--- config.mk ---
export PLATFORM = sky130hd
export DESIGN_NAME = external_line_event_controller
export DESIGN_NICKNAME = d
export VERILOG_FILES = /design/src/logic/line_event_pkg.sv /design/src/logic/line_edge_detect.sv /design/src/logic/external_line_event_controller.sv
export SDC_FILE = /design/constraint.sdc
export NUM_CORES = 1
export LEC_CHECK = 0
export BUFFER_PORTS_ARGS = -buffer_cell sky130_fd_sc_hd__buf_2
export CORE_MARGIN = 5
export CORE_UTILIZATION = 62
export DETAILED_ROUTE_END_ITERATION = 7
export PLACE_DENSITY = 0.86
export SYNTH_ARGS = -nofsm -noshare
export SYNTH_HDL_FRONTEND = slang
export SYNTH_SLANG_ARGS = --single-unit
--- constraint.sdc ---
create_clock -name clock_i -period 5.05 [get_ports clock_i]
set_input_delay 1.01 -clock clock_i [delete_from_list [all_inputs] [get_ports clock_i]]
set_output_delay 1.01 -clock clock_i [all_outputs]
set_load 0.01 [all_outputs]
--- src/logic/line_event_pkg.sv ---
// Constants, register map and carrier types for the external line event controller
//
// Summary of operation
// - Written one on trigger bit fires line
// - Lines 0-15 take pins via four selectors
// - Lines 0-9 choose port A or B
// - Line 16 follows supply voltage detector
// - Lines 19 and 20 follow comparators
// - Line 24 follows independent watchdog interrupt
// - All ten registers reset to zero
// - Interrupt mask bit gates line interrupt
// - Event mask bit gates line event
// - Rising select bit enables rising edge trigger
// - Falling select bit enables falling edge trigger
// - Detected trigger sets sticky pending flag
// - Pending cleared by one, deselect, polarity change
// - Software trigger sets pending flag
`default_nettype none

package line_event_pkg;

  ////////////////////////////////////////////////////////////////////////////
  // Line counts and fixed source positions
  localparam int LINE_COUNT      = 25;  // Lines served
  localparam int GPIO_LINES      = 16;  // Lines fed from pins
  localparam int DUAL_PORT_LINES = 10;  // Lines that may pick port B
  localparam int SEL_REG_COUNT   = 4;   // Port selector registers
  localparam int SEL_PER_REG     = 4;   // Lines per selector register
  localparam int SEL_FIELD_WIDTH = 4;   // Bits per selector field
  localparam int LINE_SUPPLY     = 16;  // Supply voltage detector line
  localparam int LINE_CMP1       = 19;  // First comparator line
  localparam int LINE_CMP2       = 20;  // Second comparator line
  localparam int LINE_WATCHDOG   = 24;  // Independent watchdog line
  localparam int SPARE_COUNT     = 5;   // Lines 17, 18, 21, 22, 23

  ////////////////////////////////////////////////////////////////////////////
  // Register map, byte addresses on the APB
  localparam int ADDR_WIDTH = 8;
  localparam logic [7:0] OFS_INT_MASK  = 8'h00;
  localparam logic [7:0] OFS_EVT_MASK  = 8'h04;
  localparam logic [7:0] OFS_RISE_SEL  = 8'h08;
  localparam logic [7:0] OFS_FALL_SEL  = 8'h0C;
  localparam logic [7:0] OFS_SW_TRIG   = 8'h10;
  localparam logic [7:0] OFS_PENDING   = 8'h14;
  localparam logic [7:0] OFS_PORT_SEL0 = 8'h18;
  localparam logic [7:0] OFS_PORT_SEL3 = 8'h24;

  // Reset value shared by every register
  localparam logic [31:0] REG_RESET  = 32'h0000_0000;
  localparam logic [24:0] LINE_RESET = 25'h000_0000;

  ////////////////////////////////////////////////////////////////////////////
  // Trigger sources grouped as one carrier
  typedef struct packed {
    logic [15:0] port_a;    // Port A pins 15..0
    logic [9:0]  port_b;    // Port B pins 9..0
    logic        supply;    // Supply voltage detector output
    logic        cmp1;      // First comparator output
    logic        cmp2;      // Second comparator output
    logic        watchdog;  // Independent watchdog interrupt
    logic [4:0]  spare;     // Other internal sources, lines 23,22,21,18,17
  } line_sources_t;

endpackage

`default_nettype wire

--- src/logic/line_edge_detect.sv ---
// Per-line rising and falling edge detector for synchronous levels
`timescale 1ns/1ps
`default_nettype none

module line_edge_detect
  import line_event_pkg::*;
#(
  parameter int WIDTH = LINE_COUNT  // Lines watched
)
(
  input  wire logic             clock_i,
  input  wire logic             reset_n_i,
  input  wire logic [WIDTH-1:0] level_i,
  output logic      [WIDTH-1:0] rise_o,
  output logic      [WIDTH-1:0] fall_o
);

  ////////////////////////////////////////////////////////////////////////////
  // Elaboration check
  if (WIDTH < 1)
  begin : g_width_check
    $error("line_edge_detect needs at least one line");
  end

  logic [WIDTH-1:0] prev_reg;   // Level seen one cycle earlier
  logic [WIDTH-1:0] prev_next;  // Next value of prev_reg

  ////////////////////////////////////////////////////////////////////////////
  // Next value: follow the input
  always_comb
  begin
    prev_next = level_i;
  end

  // Register only
  always_ff @(posedge clock_i or negedge reset_n_i)
  begin
    if (!reset_n_i)
    begin
      prev_reg <= '0;
    end
    else
    begin
      prev_reg <= prev_next;
    end
  end

  // Edges compare present against previous level
  assign rise_o = level_i & ~prev_reg;
  assign fall_o = ~level_i & prev_reg;

endmodule

`default_nettype wire

--- src/logic/external_line_event_controller.sv ---
// Top of the external line event controller with its APB register slave
//
// The APB interface to the registers was decided locally.
`timescale 1ns/1ps
`default_nettype none

module external_line_event_controller
  import line_event_pkg::*;
#(
  parameter int LINES = LINE_COUNT  // Lines served; logic is built for 25
)
(
  input  wire logic                  clock_i,
  input  wire logic                  reset_n_i,
  // APB slave
  input  wire logic                  psel_i,
  input  wire logic                  penable_i,
  input  wire logic                  pwrite_i,
  input  wire logic [ADDR_WIDTH-1:0] paddr_i,
  input  wire logic [31:0]           pwdata_i,
  output logic      [31:0]           prdata_o,
  output logic                       pready_o,
  output logic                       pslverr_o,
  // Trigger sources
  input  wire line_sources_t         line_sources_i,
  // Requests to the processor and the wake logic
  output logic      [LINES-1:0]      line_irq_o,
  output logic      [LINES-1:0]      event_o,
  output logic                       irq_o
);

  ////////////////////////////////////////////////////////////////////////////
  // Elaboration check
  if (LINES != LINE_COUNT)
  begin : g_lines_check
    $error("external_line_event_controller serves exactly 25 lines");
  end

  ////////////////////////////////////////////////////////////////////////////
  // Helper functions

  // True when the byte address selects a register
  function automatic logic is_mapped(input logic [ADDR_WIDTH-1:0] addr);
    logic hit;
    hit = (addr[1:0] == 2'b00) && (addr <= OFS_PORT_SEL3);
    return hit;
  endfunction

  // Bits that differ between the old and the written value
  function automatic logic [LINES-1:0] changed_bits(
    input logic [LINES-1:0] old_value,
    input logic [LINES-1:0] new_value
  );
    logic [LINES-1:0] diff;
    diff = old_value ^ new_value;
    return diff;
  endfunction

  ////////////////////////////////////////////////////////////////////////////
  // Register state
  logic [LINES-1:0]      int_mask_reg;      // line_interrupt_mask
  logic [LINES-1:0]      int_mask_next;
  logic [LINES-1:0]      evt_mask_reg;      // line_event_mask
  logic [LINES-1:0]      evt_mask_next;
  logic [LINES-1:0]      rise_sel_reg;      // rising_edge_select
  logic [LINES-1:0]      rise_sel_next;
  logic [LINES-1:0]      fall_sel_reg;      // falling_edge_select
  logic [LINES-1:0]      fall_sel_next;
  logic [LINES-1:0]      sw_trig_reg;       // software_line_trigger
  logic [LINES-1:0]      sw_trig_next;
  logic [LINES-1:0]      pending_reg;       // line_pending_flags
  logic [LINES-1:0]      pending_next;
  logic [GPIO_LINES-1:0] port_b_sel_reg;    // One per line: 1 picks port B
  logic [GPIO_LINES-1:0] port_b_sel_next;
  logic [LINES-1:0]      event_reg;         // One-cycle event pulses
  logic [LINES-1:0]      event_next;
  logic [31:0]           prdata_reg;        // Read data for access phase
  logic [31:0]           prdata_next;

  // Bus decode
  logic                  wr_access;         // Write taken this edge
  logic                  rd_setup;          // Read setup cycle
  logic [LINES-1:0]      wdata_lines;       // Write data, line bits only
  logic                  wr_int_mask;
  logic                  wr_evt_mask;
  logic                  wr_rise_sel;
  logic                  wr_fall_sel;
  logic                  wr_sw_trig;
  logic                  wr_pending;

  // Line datapath
  logic [LINES-1:0]      line_level;        // Selected source per line
  logic [LINES-1:0]      line_rise;         // Rising edges seen
  logic [LINES-1:0]      line_fall;         // Falling edges seen
  logic [LINES-1:0]      edge_trig;         // Hardware triggers
  logic [LINES-1:0]      soft_trig;         // Software triggers
  logic [LINES-1:0]      pend_clear;        // Pending clear requests
  logic [LINES-1:0]      pend_set;          // Pending set requests

  ////////////////////////////////////////////////////////////////////////////
  // APB decode; writes happen only in the access phase
  always_comb
  begin
    wr_access   = psel_i && penable_i && pwrite_i && is_mapped(paddr_i);
    rd_setup    = psel_i && !penable_i && !pwrite_i;
    // Reserved upper bits are dropped on write
    wdata_lines = pwdata_i[LINES-1:0];
    wr_int_mask = wr_access && (paddr_i == OFS_INT_MASK);
    wr_evt_mask = wr_access && (paddr_i == OFS_EVT_MASK);
    wr_rise_sel = wr_access && (paddr_i == OFS_RISE_SEL);
    wr_fall_sel = wr_access && (paddr_i == OFS_FALL_SEL);
    wr_sw_trig  = wr_access && (paddr_i == OFS_SW_TRIG);
    wr_pending  = wr_access && (paddr_i == OFS_PENDING);
  end

  // Zero-wait slave; unmapped or misaligned address answers with an error
  assign pready_o  = 1'b1;
  assign pslverr_o = psel_i && penable_i && !is_mapped(paddr_i);
  assign prdata_o  = prdata_reg;

  ////////////////////////////////////////////////////////////////////////////
  // Source selection per line
  always_comb
  begin
    line_level = '0;
    for (int i = 0; i < GPIO_LINES; i++)
    begin
      line_level[i] = line_sources_i.port_a[i];
    end
    for (int i = 0; i < DUAL_PORT_LINES; i++)
    begin
      if (port_b_sel_reg[i])
      begin
        line_level[i] = line_sources_i.port_b[i];
      end
    end
    line_level[LINE_SUPPLY]   = line_sources_i.supply;
    line_level[LINE_CMP1]     = line_sources_i.cmp1;
    line_level[LINE_CMP2]     = line_sources_i.cmp2;
    line_level[LINE_WATCHDOG] = line_sources_i.watchdog;
    // Remaining internal sources
    line_level[17]            = line_sources_i.spare[0];
    line_level[18]            = line_sources_i.spare[1];
    line_level[21]            = line_sources_i.spare[2];
    line_level[22]            = line_sources_i.spare[3];
    line_level[23]            = line_sources_i.spare[4];
  end

  // Edge detection on the selected levels
  line_edge_detect #(
    .WIDTH     (LINES)
  ) u_edge (
    .clock_i   (clock_i),
    .reset_n_i (reset_n_i),
    .level_i   (line_level),
    .rise_o    (line_rise),
    .fall_o    (line_fall)
  );

  ////////////////////////////////////////////////////////////////////////////
  // Trigger and pending logic
  always_comb
  begin
    edge_trig = line_rise & rise_sel_reg;
    edge_trig = edge_trig | (line_fall & fall_sel_reg);
    soft_trig = wr_sw_trig ? wdata_lines : '0;
    pend_clear = wr_pending ? wdata_lines : '0;
    // Clear on deselect or polarity change
    if (wr_rise_sel)
    begin
      pend_clear = pend_clear | changed_bits(rise_sel_reg, wdata_lines);
    end
    if (wr_fall_sel)
    begin
      pend_clear = pend_clear | changed_bits(fall_sel_reg, wdata_lines);
    end
    pend_set = edge_trig;
    pend_set = pend_set | soft_trig;
    // Set wins over a clear in the same cycle
    pending_next = (pending_reg & ~pend_clear) | pend_set;
    event_next = (edge_trig | soft_trig) & evt_mask_reg;
  end

  ////////////////////////////////////////////////////////////////////////////
  // Configuration register next values
  always_comb
  begin
    int_mask_next   = wr_int_mask ? wdata_lines : int_mask_reg;
    evt_mask_next   = wr_evt_mask ? wdata_lines : evt_mask_reg;
    rise_sel_next   = wr_rise_sel ? wdata_lines : rise_sel_reg;
    fall_sel_next   = wr_fall_sel ? wdata_lines : fall_sel_reg;
    // Trigger bits stay set until the pending flag is cleared
    sw_trig_next    = (sw_trig_reg & ~pend_clear) | soft_trig;
    port_b_sel_next = port_b_sel_reg;
    // Selector fields: bit 0 of each nibble picks port B
    for (int k = 0; k < SEL_REG_COUNT; k++)
    begin
      if (wr_access && (paddr_i == OFS_PORT_SEL0 + 8'(4 * k)))
      begin
        for (int j = 0; j < SEL_PER_REG; j++)
        begin
          if ((SEL_PER_REG * k + j) < DUAL_PORT_LINES)
          begin
            port_b_sel_next[SEL_PER_REG * k + j] = pwdata_i[SEL_FIELD_WIDTH * j];
          end
        end
      end
    end
  end

  ////////////////////////////////////////////////////////////////////////////
  // Read data, captured in the setup cycle
  always_comb
  begin
    prdata_next = prdata_reg;
    if (rd_setup)
    begin
      prdata_next = REG_RESET;
      unique case (paddr_i)
        OFS_INT_MASK:
        begin
          prdata_next[LINES-1:0] = int_mask_reg;
        end
        OFS_EVT_MASK:
        begin
          prdata_next[LINES-1:0] = evt_mask_reg;
        end
        OFS_RISE_SEL:
        begin
          prdata_next[LINES-1:0] = rise_sel_reg;
        end
        OFS_FALL_SEL:
        begin
          prdata_next[LINES-1:0] = fall_sel_reg;
        end
        OFS_SW_TRIG:
        begin
          prdata_next[LINES-1:0] = sw_trig_reg;
        end
        OFS_PENDING:
        begin
          prdata_next[LINES-1:0] = pending_reg;
        end
        default:
        begin
          // Selector registers; unmapped addresses read zero
          for (int k = 0; k < SEL_REG_COUNT; k++)
          begin
            if (paddr_i == OFS_PORT_SEL0 + 8'(4 * k))
            begin
              for (int j = 0; j < SEL_PER_REG; j++)
              begin
                prdata_next[SEL_FIELD_WIDTH * j] = port_b_sel_reg[SEL_PER_REG * k + j];
              end
            end
          end
        end
      endcase
    end
  end

  ////////////////////////////////////////////////////////////////////////////
  // State registers
  always_ff @(posedge clock_i or negedge reset_n_i)
  begin
    if (!reset_n_i)
    begin
      int_mask_reg   <= LINE_RESET;
      evt_mask_reg   <= LINE_RESET;
      rise_sel_reg   <= LINE_RESET;
      fall_sel_reg   <= LINE_RESET;
      sw_trig_reg    <= LINE_RESET;
      pending_reg    <= LINE_RESET;
      port_b_sel_reg <= '0;
      event_reg      <= '0;
      prdata_reg     <= REG_RESET;
    end
    else
    begin
      int_mask_reg   <= int_mask_next;
      evt_mask_reg   <= evt_mask_next;
      rise_sel_reg   <= rise_sel_next;
      fall_sel_reg   <= fall_sel_next;
      sw_trig_reg    <= sw_trig_next;
      pending_reg    <= pending_next;
      port_b_sel_reg <= port_b_sel_next;
      event_reg      <= event_next;
      prdata_reg     <= prdata_next;
    end
  end

  ////////////////////////////////////////////////////////////////////////////
  // Outputs
  // Interrupt gated by mask
  assign line_irq_o = pending_reg & int_mask_reg;
  // Single level request while any unmasked flag is set
  assign irq_o      = |line_irq_o;
  assign event_o    = event_reg;

endmodule

`default_nettype wire

== Yosys cells after proc, flatten, opt, wreduce, memory -nomap -nowiden ==
Index checks and enable logic that the tools add are counted.
Storage, ports and cells
  register bits after elaboration: 235
  output and inout bits: 85
  word-level logic and storage cells: 101
Cells by class
  $lt $le $gt $ge: 1
  equal/unequal tests: 9
  mux-type cells: 38
  bitwise operators: 19
  reductions and logical operators: 22
Operators by type and width (number)
  $and A25 B25 Y25: 8
  $or A25 B25 Y25: 6
  $mux W25: 4
  $not A25 Y25: 3
  $pmux W12 S6: 1
  $pmux W3 S6: 3
  $xor A25 B25 Y25: 2
  $eq A8 B5 Y1 const B: 4
  $mux W1: 26
  $reduce_or A25 Y1: 1
  $pmux W1 S6: 4
  $eq A8 B4 Y1 const B: 2
  $eq A8 B6 Y1 const B: 2
  $logic_and A1 B1 Y1: 16
  $eq A8 B3 Y1 const B: 1
  $le A8 B6 Y1 const B: 1
  $logic_not A8 Y1: 1
  $logic_not A1 Y1: 3
  $logic_not A2 Y1: 1

== Depth between registers and ports, before layout ==
Gate-level depths: netlist (run 1).
  depth after elaboration: 12
  depth in mapped cells: 8

== Hierarchy ==
A second synthesis (run 1) with hierarchy kept.
Second synthesis, totals
  cells, all modules: 862
  area total of the unflattened synthesis: 11006.8 sq um
Modules (own cells, without submodules)
  external_line_event_controller: times used 1, cells each 787, area an instance 9943.3 sq um, sequential area each 5255.0 sq um
  line_edge_detect: times used 1, cells each 75, area an instance 1063.5 sq um, sequential area each 625.6 sq um

== Worst setup path before layout (run 1) ==
Ideal clock, no wire load.
  path type: input -> output
  start: in paddr_i[6]
  end: out pslverr_o
  arrival: 1954 ps
  setup slack: 2086 ps
  cell stages on the path: 3
  path buffers: 1
  path through: or4_4 buf_4 o211a_1
On the way
  cells in the longest elaborated chain, start to end: 4
Ends and longest elaborated chain
  start: declaration: line external_line_event_controller.sv:19  | input wire logic [ADDR_WIDTH-1:0] paddr_i,
  $le A8 B6 Y1: line external_line_event_controller.sv:45  | hit = (addr[1:0] == 2'b00) && (addr <= OFS_PORT_SEL3);
  $logic_and A1 B1 Y1: line external_line_event_controller.sv:45
  $logic_not A1 Y1: line external_line_event_controller.sv:118  | assign pslverr_o = psel_i && penable_i && !is_mapped(paddr_i);
  $logic_and A1 B1 Y1: line external_line_event_controller.sv:118
  end: declaration: line external_line_event_controller.sv:23  | output logic pslverr_o,
No other way between the ends.

== Final worst setup path (run 1) ==
  start: reg int_mask_reg[23]
  end: out irq_o
On the way
  cells in the longest elaborated chain, start to end: 2
Ends and longest elaborated chain
  start: declaration: line external_line_event_controller.sv:61  | logic [LINES-1:0] int_mask_reg;
  start signal: assignment: line external_line_event_controller.sv:280  | int_mask_reg <= int_mask_next;
  $and A25 B25 Y25: line external_line_event_controller.sv:295  | assign line_irq_o = pending_reg & int_mask_reg;
  $reduce_or A25 Y1: line external_line_event_controller.sv:297  | assign irq_o = |line_irq_o;
  end: declaration: line external_line_event_controller.sv:29  | output logic irq_o
No other way between the ends.

==> results of run 1 <==
[through the flow]
step                std cells  hold slack, ns  total power [W]  setup WS [ns]  util, %
floorplan                 955           0.462          0.00222           2.09        -
global placement         1290           0.478          0.00238           1.38     68.6
detailed placement       1290           0.482          0.00239           1.25     68.6
CTS                      1332           0.501          0.00426           1.42     73.2
global route             1333           0.510          0.00439           1.36     73.2
finish                   1333           0.502          0.00425           1.43     73.2
[cell families (layout without fill, tap and decap cells)]
kind of cell | Yosys count | count (layout) | synth area share [%]
compound gates | 186 | 186 | 13.3
xor+xnor | 2 | 2 | 0.154
buf+inv | 71 | 219 | 2.85
flops | 235 | 235 | 51.5
mux | 215 | 215 | 20.6
other cells | 2 | 9 | 0.0658
simple gates | 238 | 238 | 11.5
[power breakdown]
| part | switching (W) | internal (W) | leakage [nW] |
|---|---|---|---|
| combinational | 0.000206 | 0.000148 | 2.91 |
| clock | 0.000739 | 0.00115 | 0.402 |
| sequential | 0.0000488 | 0.00196 | 3.08 |
| total | 0.000994 | 0.00326 | 6.40 |
[area by class of cell]
cell class              count  area [µm²]  share of cell area [%]
diodes                      1        2.50                  0.0190
clock buffers              35         693                    5.25
clock inverters             7         138                    1.04
inverters                   9        33.8                   0.256
multi-input cells         649        5250                    39.8
flip-flops and latches    235        5880                    44.5
well taps                 229         287                    2.17
repair buffers            168         913                    6.92
[critical path, stage by stage (launching register included)]
cell and delay, ns:
dfrtp_1 0.39, and2_1 0.19, or4_1 0.53, or4_1 0.46, or3_1 0.36, buf_2 0.15
[final timing paths]
kind / slack [ns] / from / to / cells past startpoint
worst max-delay path: 1.43 / int_mask_reg[23]$_DFFE_PN0P_ / irq_o / 5
min in group asynchronous: 0.58 / reset_n_i / int_mask_reg[3]$_DFFE_PN0P_ / 1
max in group asynchronous: 3.33 / reset_n_i / rise_sel_reg[13]$_DFFE_PN0N_ / 2
worst max register to register: 3.41 / port_b_sel_reg[1]$_DFFE_PN0P_ / pending_reg[1]$_DFF_PN0_ / 3
worst min register to register: 0.50 / prdata_o[3]$_DFFE_PN0P_ / prdata_o[3]$_DFFE_PN0P_ / 2
worst min-delay path: 0.50 / prdata_o[3]$_DFFE_PN0P_ / prdata_o[3]$_DFFE_PN0P_ / 2
[per-layer routing]
layer / wire, µm / track usage (%) / share of wire (%)
met5: 14 / 0 / 0.046
met4: 1280 / 10.8 / 4.2
met3: 2490 / 5.39 / 8.2
met2: 14800 / 47.0 / 49
met1: 11700 / 36.4 / 39
[cell usage after synthesis, drive strengths merged]
master	instances	share of area (%)
a21bo	22	1.9
a21oi	24	1.1
a221oi	32	2.5
a22o	24	1.8
a22oi	2	0.13
a311o	22	1.9
a31oi	1	0.055
a32oi	2	0.15
and2	26	1.4
buf	35	1.7
clkbuf	27	0.89
conb	2	0.066
dfrtp	235	52
inv	9	0.30
mux2	142	14
mux2i	71	6.2
mux4	2	0.39
nand2	34	1.1
nand2b	1	0.055
nand3	31	1.6
nand3b	16	1.1
nand4	2	0.11
nor2	65	2.1
nor2b	36	2.0
nor3	8	0.59
nor3b	2	0.18
nor4	4	0.41
o211a	1	0.088
o211ai	6	0.39
o21a	2	0.13
o21ai	24	1.1
o21ba	22	1.9
o22ai	2	0.11
or2	4	0.22
or3	2	0.11
or3b	1	0.077
or4	4	0.30
or4b	2	0.18
xnor2	2	0.15
==> flow_summary.toml, run 1 <==
[die]
start_util_pct = 63.3
die_h_um = 146
die_w_um = 146
fp-row-count = 49
dieArea_um2 = 21200
core_um2 = 18000
io_pins = 165

[sta]
finClkSkew_ns = 0.0154
worst-slew-pin-transition_ns = 0.971
fin_tns_setup_ns = 0
finalHoldViolations = 0
timing.final.max_slew_violations = 0
finalCriticalPeriod_ns = 3.62
setup_viol = 0
post-route-period-util_pct = 71.6
rsz0062_at_grt = "false"
relSlewSlack_pct = 35.3
fmax_mhz = 277

[placement]
dp_hpwl_um = 19200
place_congestion = 0.843
placed_area_um2 = 12400
portBuffers = 149

[grt]
grt_pass1_wl_um = 48400
grt_usage_pct = 28.1
grt_pass1_vias = 8901
grt_max_degree = 130
antenna_found_initial = 3
grt_overflow = 0

[clocking]
clock_latency_ns = 0.52
cts-buffers-inserted = 25
post_cts_resized = 0
clkSlewWorstSetupHoldPaths_ns = 0.06
cts_sinks = 235
cts-root-buf = "clkbuf_16"
postCtsSetupRepairBufs = 0
htreeDepth = 1
clockBufferDepth = 3
cts_tree = "yes"
holdBufCountCts = 0

[logic_synthesis]
seq_area_frac_synth_pct = 51.5
ys_warn_count = 0
avgSynthCellArea_um2 = 12.0
ys_seq_elements = 235
syn-cell-area_um2 = 11400
synth_cell_types = 50
postSynthCellCount = 949

[detailed_routing]
routedWlPerCell_um = 22.8
drt_wl_total_um = 30300
drc_errors = 0
vias = 8616
drt_iter0_drc = 781
routed_via_density = 6.46
firstDrtPassIters = 7
ant_nets = 0

[cells_and_area]
area_growth_pct = 15.7
most-common-layout-cells = "dfrtp_1, buf_2, mux2_2"
post-route-cell-area_um2 = 13200
drive_above_1_share_pct = 33.3
nets = 1168
final_common_cell = "dfrtp_1"
fillerInstances = 1188

[worst_setup_path]
end_kind = "output pin"
required_ns = 4.04
critPathKind = "flip-flop to output pin"
worstPathArrival_ns = 2.61
path_max_fanout = 3
start_kind = "flip-flop"

[outcome]
outcome = "complete, no violations"

[pwr]
p_leak_nw = 6.40
power_density_nw_per_um2 = 322
vdd_ir_drop_max_mv = 0.437

[worst_hold_path]
hp-class = "flip-flop to flip-flop"

[run]
drv_cap = 0
(Power assumes the default switching activity.)
==> run 2, diff against run 1 <==
- CORE_UTILIZATION: 62 -> 52
- PLACE_DENSITY: 0.86 -> 0.76
- clock period: 5.05 -> 2.9 ns (I/O delays scaled with it)
==> run 2 against run 1 <==
The flow now finishes with violations (setup timing). Critical endpoint unchanged. Critical path type unchanged. First-iteration DRC count fell by 17%. Largest power group unchanged. Worst hold slack got worse by 0.48 ns. Wire length rose by 1.3%. Register-to-register slack got worse by 2.1 ns. Cell area rose by 2.2%. Die area rose by 18%. Highest routed layer unchanged. Worst setup slack got worse by 1.6 ns. Global-route usage fell by 3.6 points.
==> flow_summary.toml, run 2 (same netlist as run 1, synthesis figures left out) <==
[die]
die_h_um = 158
dieArea_um2 = 25000
die_w_um = 158
io_pins = 165
core_um2 = 21700
fp-row-count = 54
start_util_pct = 52.6

[grt]
grt.met3_usage_pct = 3.91
grt_pass1_vias = 8673
grt_max_degree = 63
grtUsageMet1_pct = 33.8
grt_pass1_wl_um = 48200
antenna_found_initial = 3
busiest_layer = "met2"
grt_use_met2_pct = 40.0
grt_usage_pct = 24.5
grt_overflow = 0

[sta]
fmax_mhz = 329
setup_ws_ns = -0.144
setup_viol = 1
finalHoldViolations = 0
post-route-period-util_pct = 105
worst-slew-pin-transition_ns = 0.501
fin_tns_setup_ns = -0.144
timing.final.max_slew_violations = 0
finalCriticalPeriod_ns = 3.04
relSlewSlack_pct = 66.6
finClkSkew_ns = 0.0201
rsz0062_at_grt = "true"

[cells_and_area]
layout.cells.non_filler = 1410
fillerInstances = 1711
area_growth_pct = 18.2
drive_above_1_share_pct = 35.2
post-route-cell-area_um2 = 13500
most-common-layout-cells = "dfrtp_1, buf_2, mux2_2"
final_common_cell = "dfrtp_1"
nets = 1191

[worst_setup_path]
end_kind = "output pin"
required_ns = 2.32
r2r-start = "port_b_sel_reg[4]$_DFFE_PN0P_"
path_max_fanout = 2
rr_worst_depth = 3
start_kind = "flip-flop"
critPathKind = "flip-flop to output pin"
worstPathArrival_ns = 2.46
regToRegEndpoint = "pending_reg[4]$_DFF_PN0_"
rrSetupSlack_ns = 1.29

[clocking]
htreeDepth = 1
clockBufferDepth = 3
clock_latency_ns = 0.52
cts-buffers-inserted = 25
cts-root-buf = "clkbuf_16"
cts_tree = "yes"
clkSlewWorstSetupHoldPaths_ns = 0.06
cts_sinks = 235

[detailed_routing]
routed_via_density = 6.02
ant_nets = 0
drt_wl_total_um = 30700
drc_errors = 0
drt_iter0_drc = 650
routedWlPerCell_um = 21.8
firstDrtPassIters = 5
vias = 8484

[run]
drv_cap = 0

[placement]
placed_area_um2 = 12600
dp.cells = 1361
portBuffers = 149
place_congestion = 0.844
dp_hpwl_um = 20400

[pwr]
vdd_ir_drop_max_mv = 0.492
power_density_nw_per_um2 = 539
p_leak_nw = 6.53

[worst_hold_path]
hp-class = "input pin to asynchronous set/reset pin"

[outcome]
outcome = "finished, violations left"
violations = "setup timing"
run 2: changes by cell type in the layout (fill, tap and decap cells not counted), sizes merged:
cell	previous run	this run
buf	168	191
bufinv	4	1
clkbuf	35	38
clkinv	2	5
clkinvlp	1	0
diode	1	2
run 2: timing repair:
item | 4_1_cts | 5_1_grt
endpoints found under the setup margin | 1 | 1
cloned | 0 | 0
endpoints found under the hold margin | 0 | 0
hold buffers | 0 | 0
pin swaps | 2 | 1
gates resized for setup | 2 | 1
buffers inserted | 3 | 0
run 2: how the worst max path moves through the flow:
stage	start	endpoint	slack (ns)	depth (start not counted)
final	int_mask_reg[23]$_DFFE_PN0P_	irq_o	-0.14	5
after global routing	int_mask_reg[23]$_DFFE_PN0P_	irq_o	-0.21	5
after CTS	int_mask_reg[23]$_DFFE_PN0P_	irq_o	-0.18	5
after detailed placement	paddr_i[6]	pending_reg[1]$_DFF_PN0_	0.24	7
after global placement	paddr_i[6]	pending_reg[1]$_DFF_PN0_	0.25	7
after floorplan	int_mask_reg[23]$_DFFE_PN0P_	irq_o	0.42	4
run 2: worst max-delay path: stages (launching register included):
cell and delay (ns):
dfrtp_1 0.37, and2_4 0.16, or4_1 0.49, or4_1 0.40, or3_1 0.37, buf_2 0.15
run 2: per-layer routing:
layer  wire length, µm  part of all wire [%]
met3              2100                   6.8
met4               787                   2.6
met2             14800                    48
met5                 7                 0.023
met1             13100                    43
run 2: power breakdown:
group | internal, W | switching [W]
clock network | 0.00187 | 0.00128
logic | 0.000272 | 0.000362
registers | 0.00341 | 0.0000819
run 2: area by class of cell:
class | instances | area, µm² | share of cell area (%)
Sequential cell | 235 | 5880 | 43.6
Multi-Input combinational cell | 649 | 5260 | 39.0
Timing Repair Buffer | 191 | 1150 | 8.51
Clock buffer | 38 | 754 | 5.59
Tap cell | 280 | 350 | 2.60
Clock inverter | 6 | 55.1 | 0.408
Inverter | 9 | 33.8 | 0.250
Antenna cell | 2 | 5.00 | 0.0371
run 2: stage by stage:
stage,setup slack [ns],power [W],util [%],hold slack (ns)
after floorplan,0.423,0.00386,-,0.284
after global routing,-0.207,0.00753,62.2,0.0403
after global placement,0.254,0.00416,58.3,0.480
after CTS,-0.178,0.00731,62.2,0.0161
after detailed placement,0.239,0.00418,58.3,0.478
final,-0.144,0.00727,62.2,0.0179
==> run 3, diff against run 2 <==
- ABC_CLOCK_PERIOD_IN_PS: not set -> 2900
- BUFFER_PORTS_ARGS: -buffer_cell sky130_fd_sc_hd__buf_2 -> not set
- CORE_UTILIZATION: 52 -> 30
- DONT_BUFFER_PORTS: not set -> 1
- PLACE_DENSITY: 0.76 -> not set
==> run 3 against run 2 <==
The run ends with hold timing, setup timing left. Non-clock buffer count shrank 153. Fmax is 0.72% higher. Sequential cell count is the same. Utilization is 27 points lower. Combinational power is 50% lower. Cell count is 6.0% higher. Clock skew grew 0.00062 ns. Via count fell by 7.7%. Clock-buffer cell count down 3. Sequential share of layout area up 0.95 points. Cell area down 2.1%. Clock power increased by 23%. Critical endpoint unchanged. Highest routed layer is now met4.
==> flow_summary.toml, run 3 (same netlist as run 1, synthesis figures left out) <==
[clocking]
cts-root-buf = "clkbuf_16"
cts_sinks = 235
clockBufferDepth = 3
cts-buffers-inserted = 28
clock_latency_ns = 0.56
clkSlewWorstSetupHoldPaths_ns = 0.05
cts_tree = "yes"
htreeDepth = 1

[pwr]
power_density_nw_per_um2 = 585
clock_power_share_pct = 50.1
p_sw_share_pct = 22.0
intPower_w = 0.00603
p_switching_w = 0.00170
comb_power_share_pct = 4.1
seqPwrFrac_pct = 45.8
vdd_ir_drop_max_mv = 0.492
p_leak_nw = 5.92

[worst_setup_path]
regToRegEndpoint = "pending_reg[3]$_DFF_PN0_"
critPathKind = "flip-flop to output pin"
rrSetupSlack_ns = 1.28
r2r-start = "port_b_sel_reg[3]$_DFFE_PN0P_"
cp_num_buf_inv = 0
start_kind = "flip-flop"
slowest_stage = "or4_4"
rr_worst_depth = 3
cp_num_cells = 4
cp_top_family = "simple AND/OR/NAND/NOR gates"
worstPathArrival_ns = 2.44
path_max_fanout = 2
end_kind = "output pin"
max_stage_delay_ns = 0.51
worstSetupStartpoint = "int_mask_reg[20]$_DFFE_PN0P_"
path_cells = "and2_4, or4_4, or4_1, or3_4"
required_ns = 2.32
endpoint = "irq_o"

[worst_hold_path]
hp-class = "input pin to asynchronous set/reset pin"

[detailed_routing]
routed_via_density = 5.24
drt_wl_total_um = 34700
drt_iter0_drc = 561
routedWlPerCell_um = 23.2
vias = 7834
firstDrtPassIters = 5
ant_nets = 0
drc_errors = 0

[placement]
place_congestion = 0.788
dp.cells = 1439
dp_hpwl_um = 22700
portBuffers = 0

[sta]
post-route-period-util_pct = 104
hold_slack_ns = -0.255
worst-slew-pin-transition_ns = 0.509
rsz0062_at_grt = "true"
finClkSkew_ns = 0.0207
setup_viol = 1
setup_ws_ns = -0.122
relSlewSlack_pct = 66.1
fmax_mhz = 331
finalHoldViolations = 235
finalCriticalPeriod_ns = 3.02
timing.final.max_slew_violations = 0

[cells_and_area]
nets = 1041
layout.cells.non_filler = 1495
most-common-layout-cells = "dfrtp_1, mux2_2, mux2i_1"
drive_above_1_share_pct = 26.4
final_common_cell = "dfrtp_1"
area_growth_pct = 15.7
final_core_util_pct = 35.1

[grt]
grt_usage_pct = 16.1
grt_pass1_vias = 8029
antenna_found_initial = 0
grt_overflow = 0
grt_max_degree = 236
grt_pass1_wl_um = 51700

[outcome]
violations = "hold timing, setup timing"
outcome = "finished, violations left"

[run]
drv_cap = 0

[die]
io_pins = 165
core_um2 = 37600
dieArea_um2 = 42000
die_h_um = 205
die_w_um = 205
fp-row-count = 71
start_util_pct = 30.4
run 3: power groups by stage:
stage                     sequential [W]  combinational (W)  clock, W
after floorplan                  0.00355           0.000307         0
after global placement           0.00359           0.000311         0
after detailed placement         0.00360           0.000318         0
after CTS                        0.00354           0.000322   0.00399
after global routing             0.00355           0.000352   0.00414
final                            0.00354           0.000319   0.00387
run 3: per-stage QoR:
stage | worst slack [ns] | total power (W) | area [µm²] | hold slack [ns] | setup TNS, ns
2_1_floorplan | 0.423 | 0.00386 | 11400 | 0.284 | 0
3_3_place_gp | 0.313 | 0.00390 | 12100 | 0.299 | 0
3_5_place_dp | 0.307 | 0.00391 | 12100 | 0.300 | 0
4_1_cts | -0.171 | 0.00785 | 13200 | -0.296 | -0.171
5_1_grt | -0.176 | 0.00804 | 13200 | -0.289 | -0.176
6_report | -0.122 | 0.00773 | 13200 | -0.255 | -0.122
run 3: worst min-delay path by stage:
stage	slack, ns	cells after the start	startpoint	to
finish	-0.25	0	reset_n_i	prdata_o[10]$_DFFE_PN0P_
global route	-0.29	0	reset_n_i	event_o[10]$_DFF_PN0_
CTS	-0.30	0	reset_n_i	port_b_sel_reg[8]$_DFFE_PN0P_
detailed placement	0.30	0	reset_n_i	event_o[10]$_DFF_PN0_
global placement	0.30	0	reset_n_i	event_o[10]$_DFF_PN0_
floorplan	0.28	0	reset_n_i	event_o[0]$_DFF_PN0_
run 3: repair_timing:
| item | in CTS | in global routing |
|---|---|---|
| hold endpoints to repair | 235 | 235 |
| endpoints found under the setup margin | 1 | 1 |
| gates resized for setup | 7 | 3 |
| pin swaps | 4 | 1 |
| setup buffers | 2 | 1 |
run 3: layout make-up:
type                    instances  area (µm²)
repair buffers                 38         335
clock buffers                  35         778
fillers                      3668       24400
multi-input cells             649        5280
inverters                       9        33.8
diodes                          1        2.50
flip-flops and latches        235        5880
clock inverters                17         250
well taps                     511         639
run 3: layer usage:
metal | GRT usage [%] | part of all wire (%) | vias up
met2 | 26.4 | 48 | 252
met4 | 5.31 | 3.1 | 0
li1 | - | - | 3505
met3 | 4.32 | 6.9 | 55
met1 | 20.7 | 42 | 4022
met5 | 0 | 0 | -
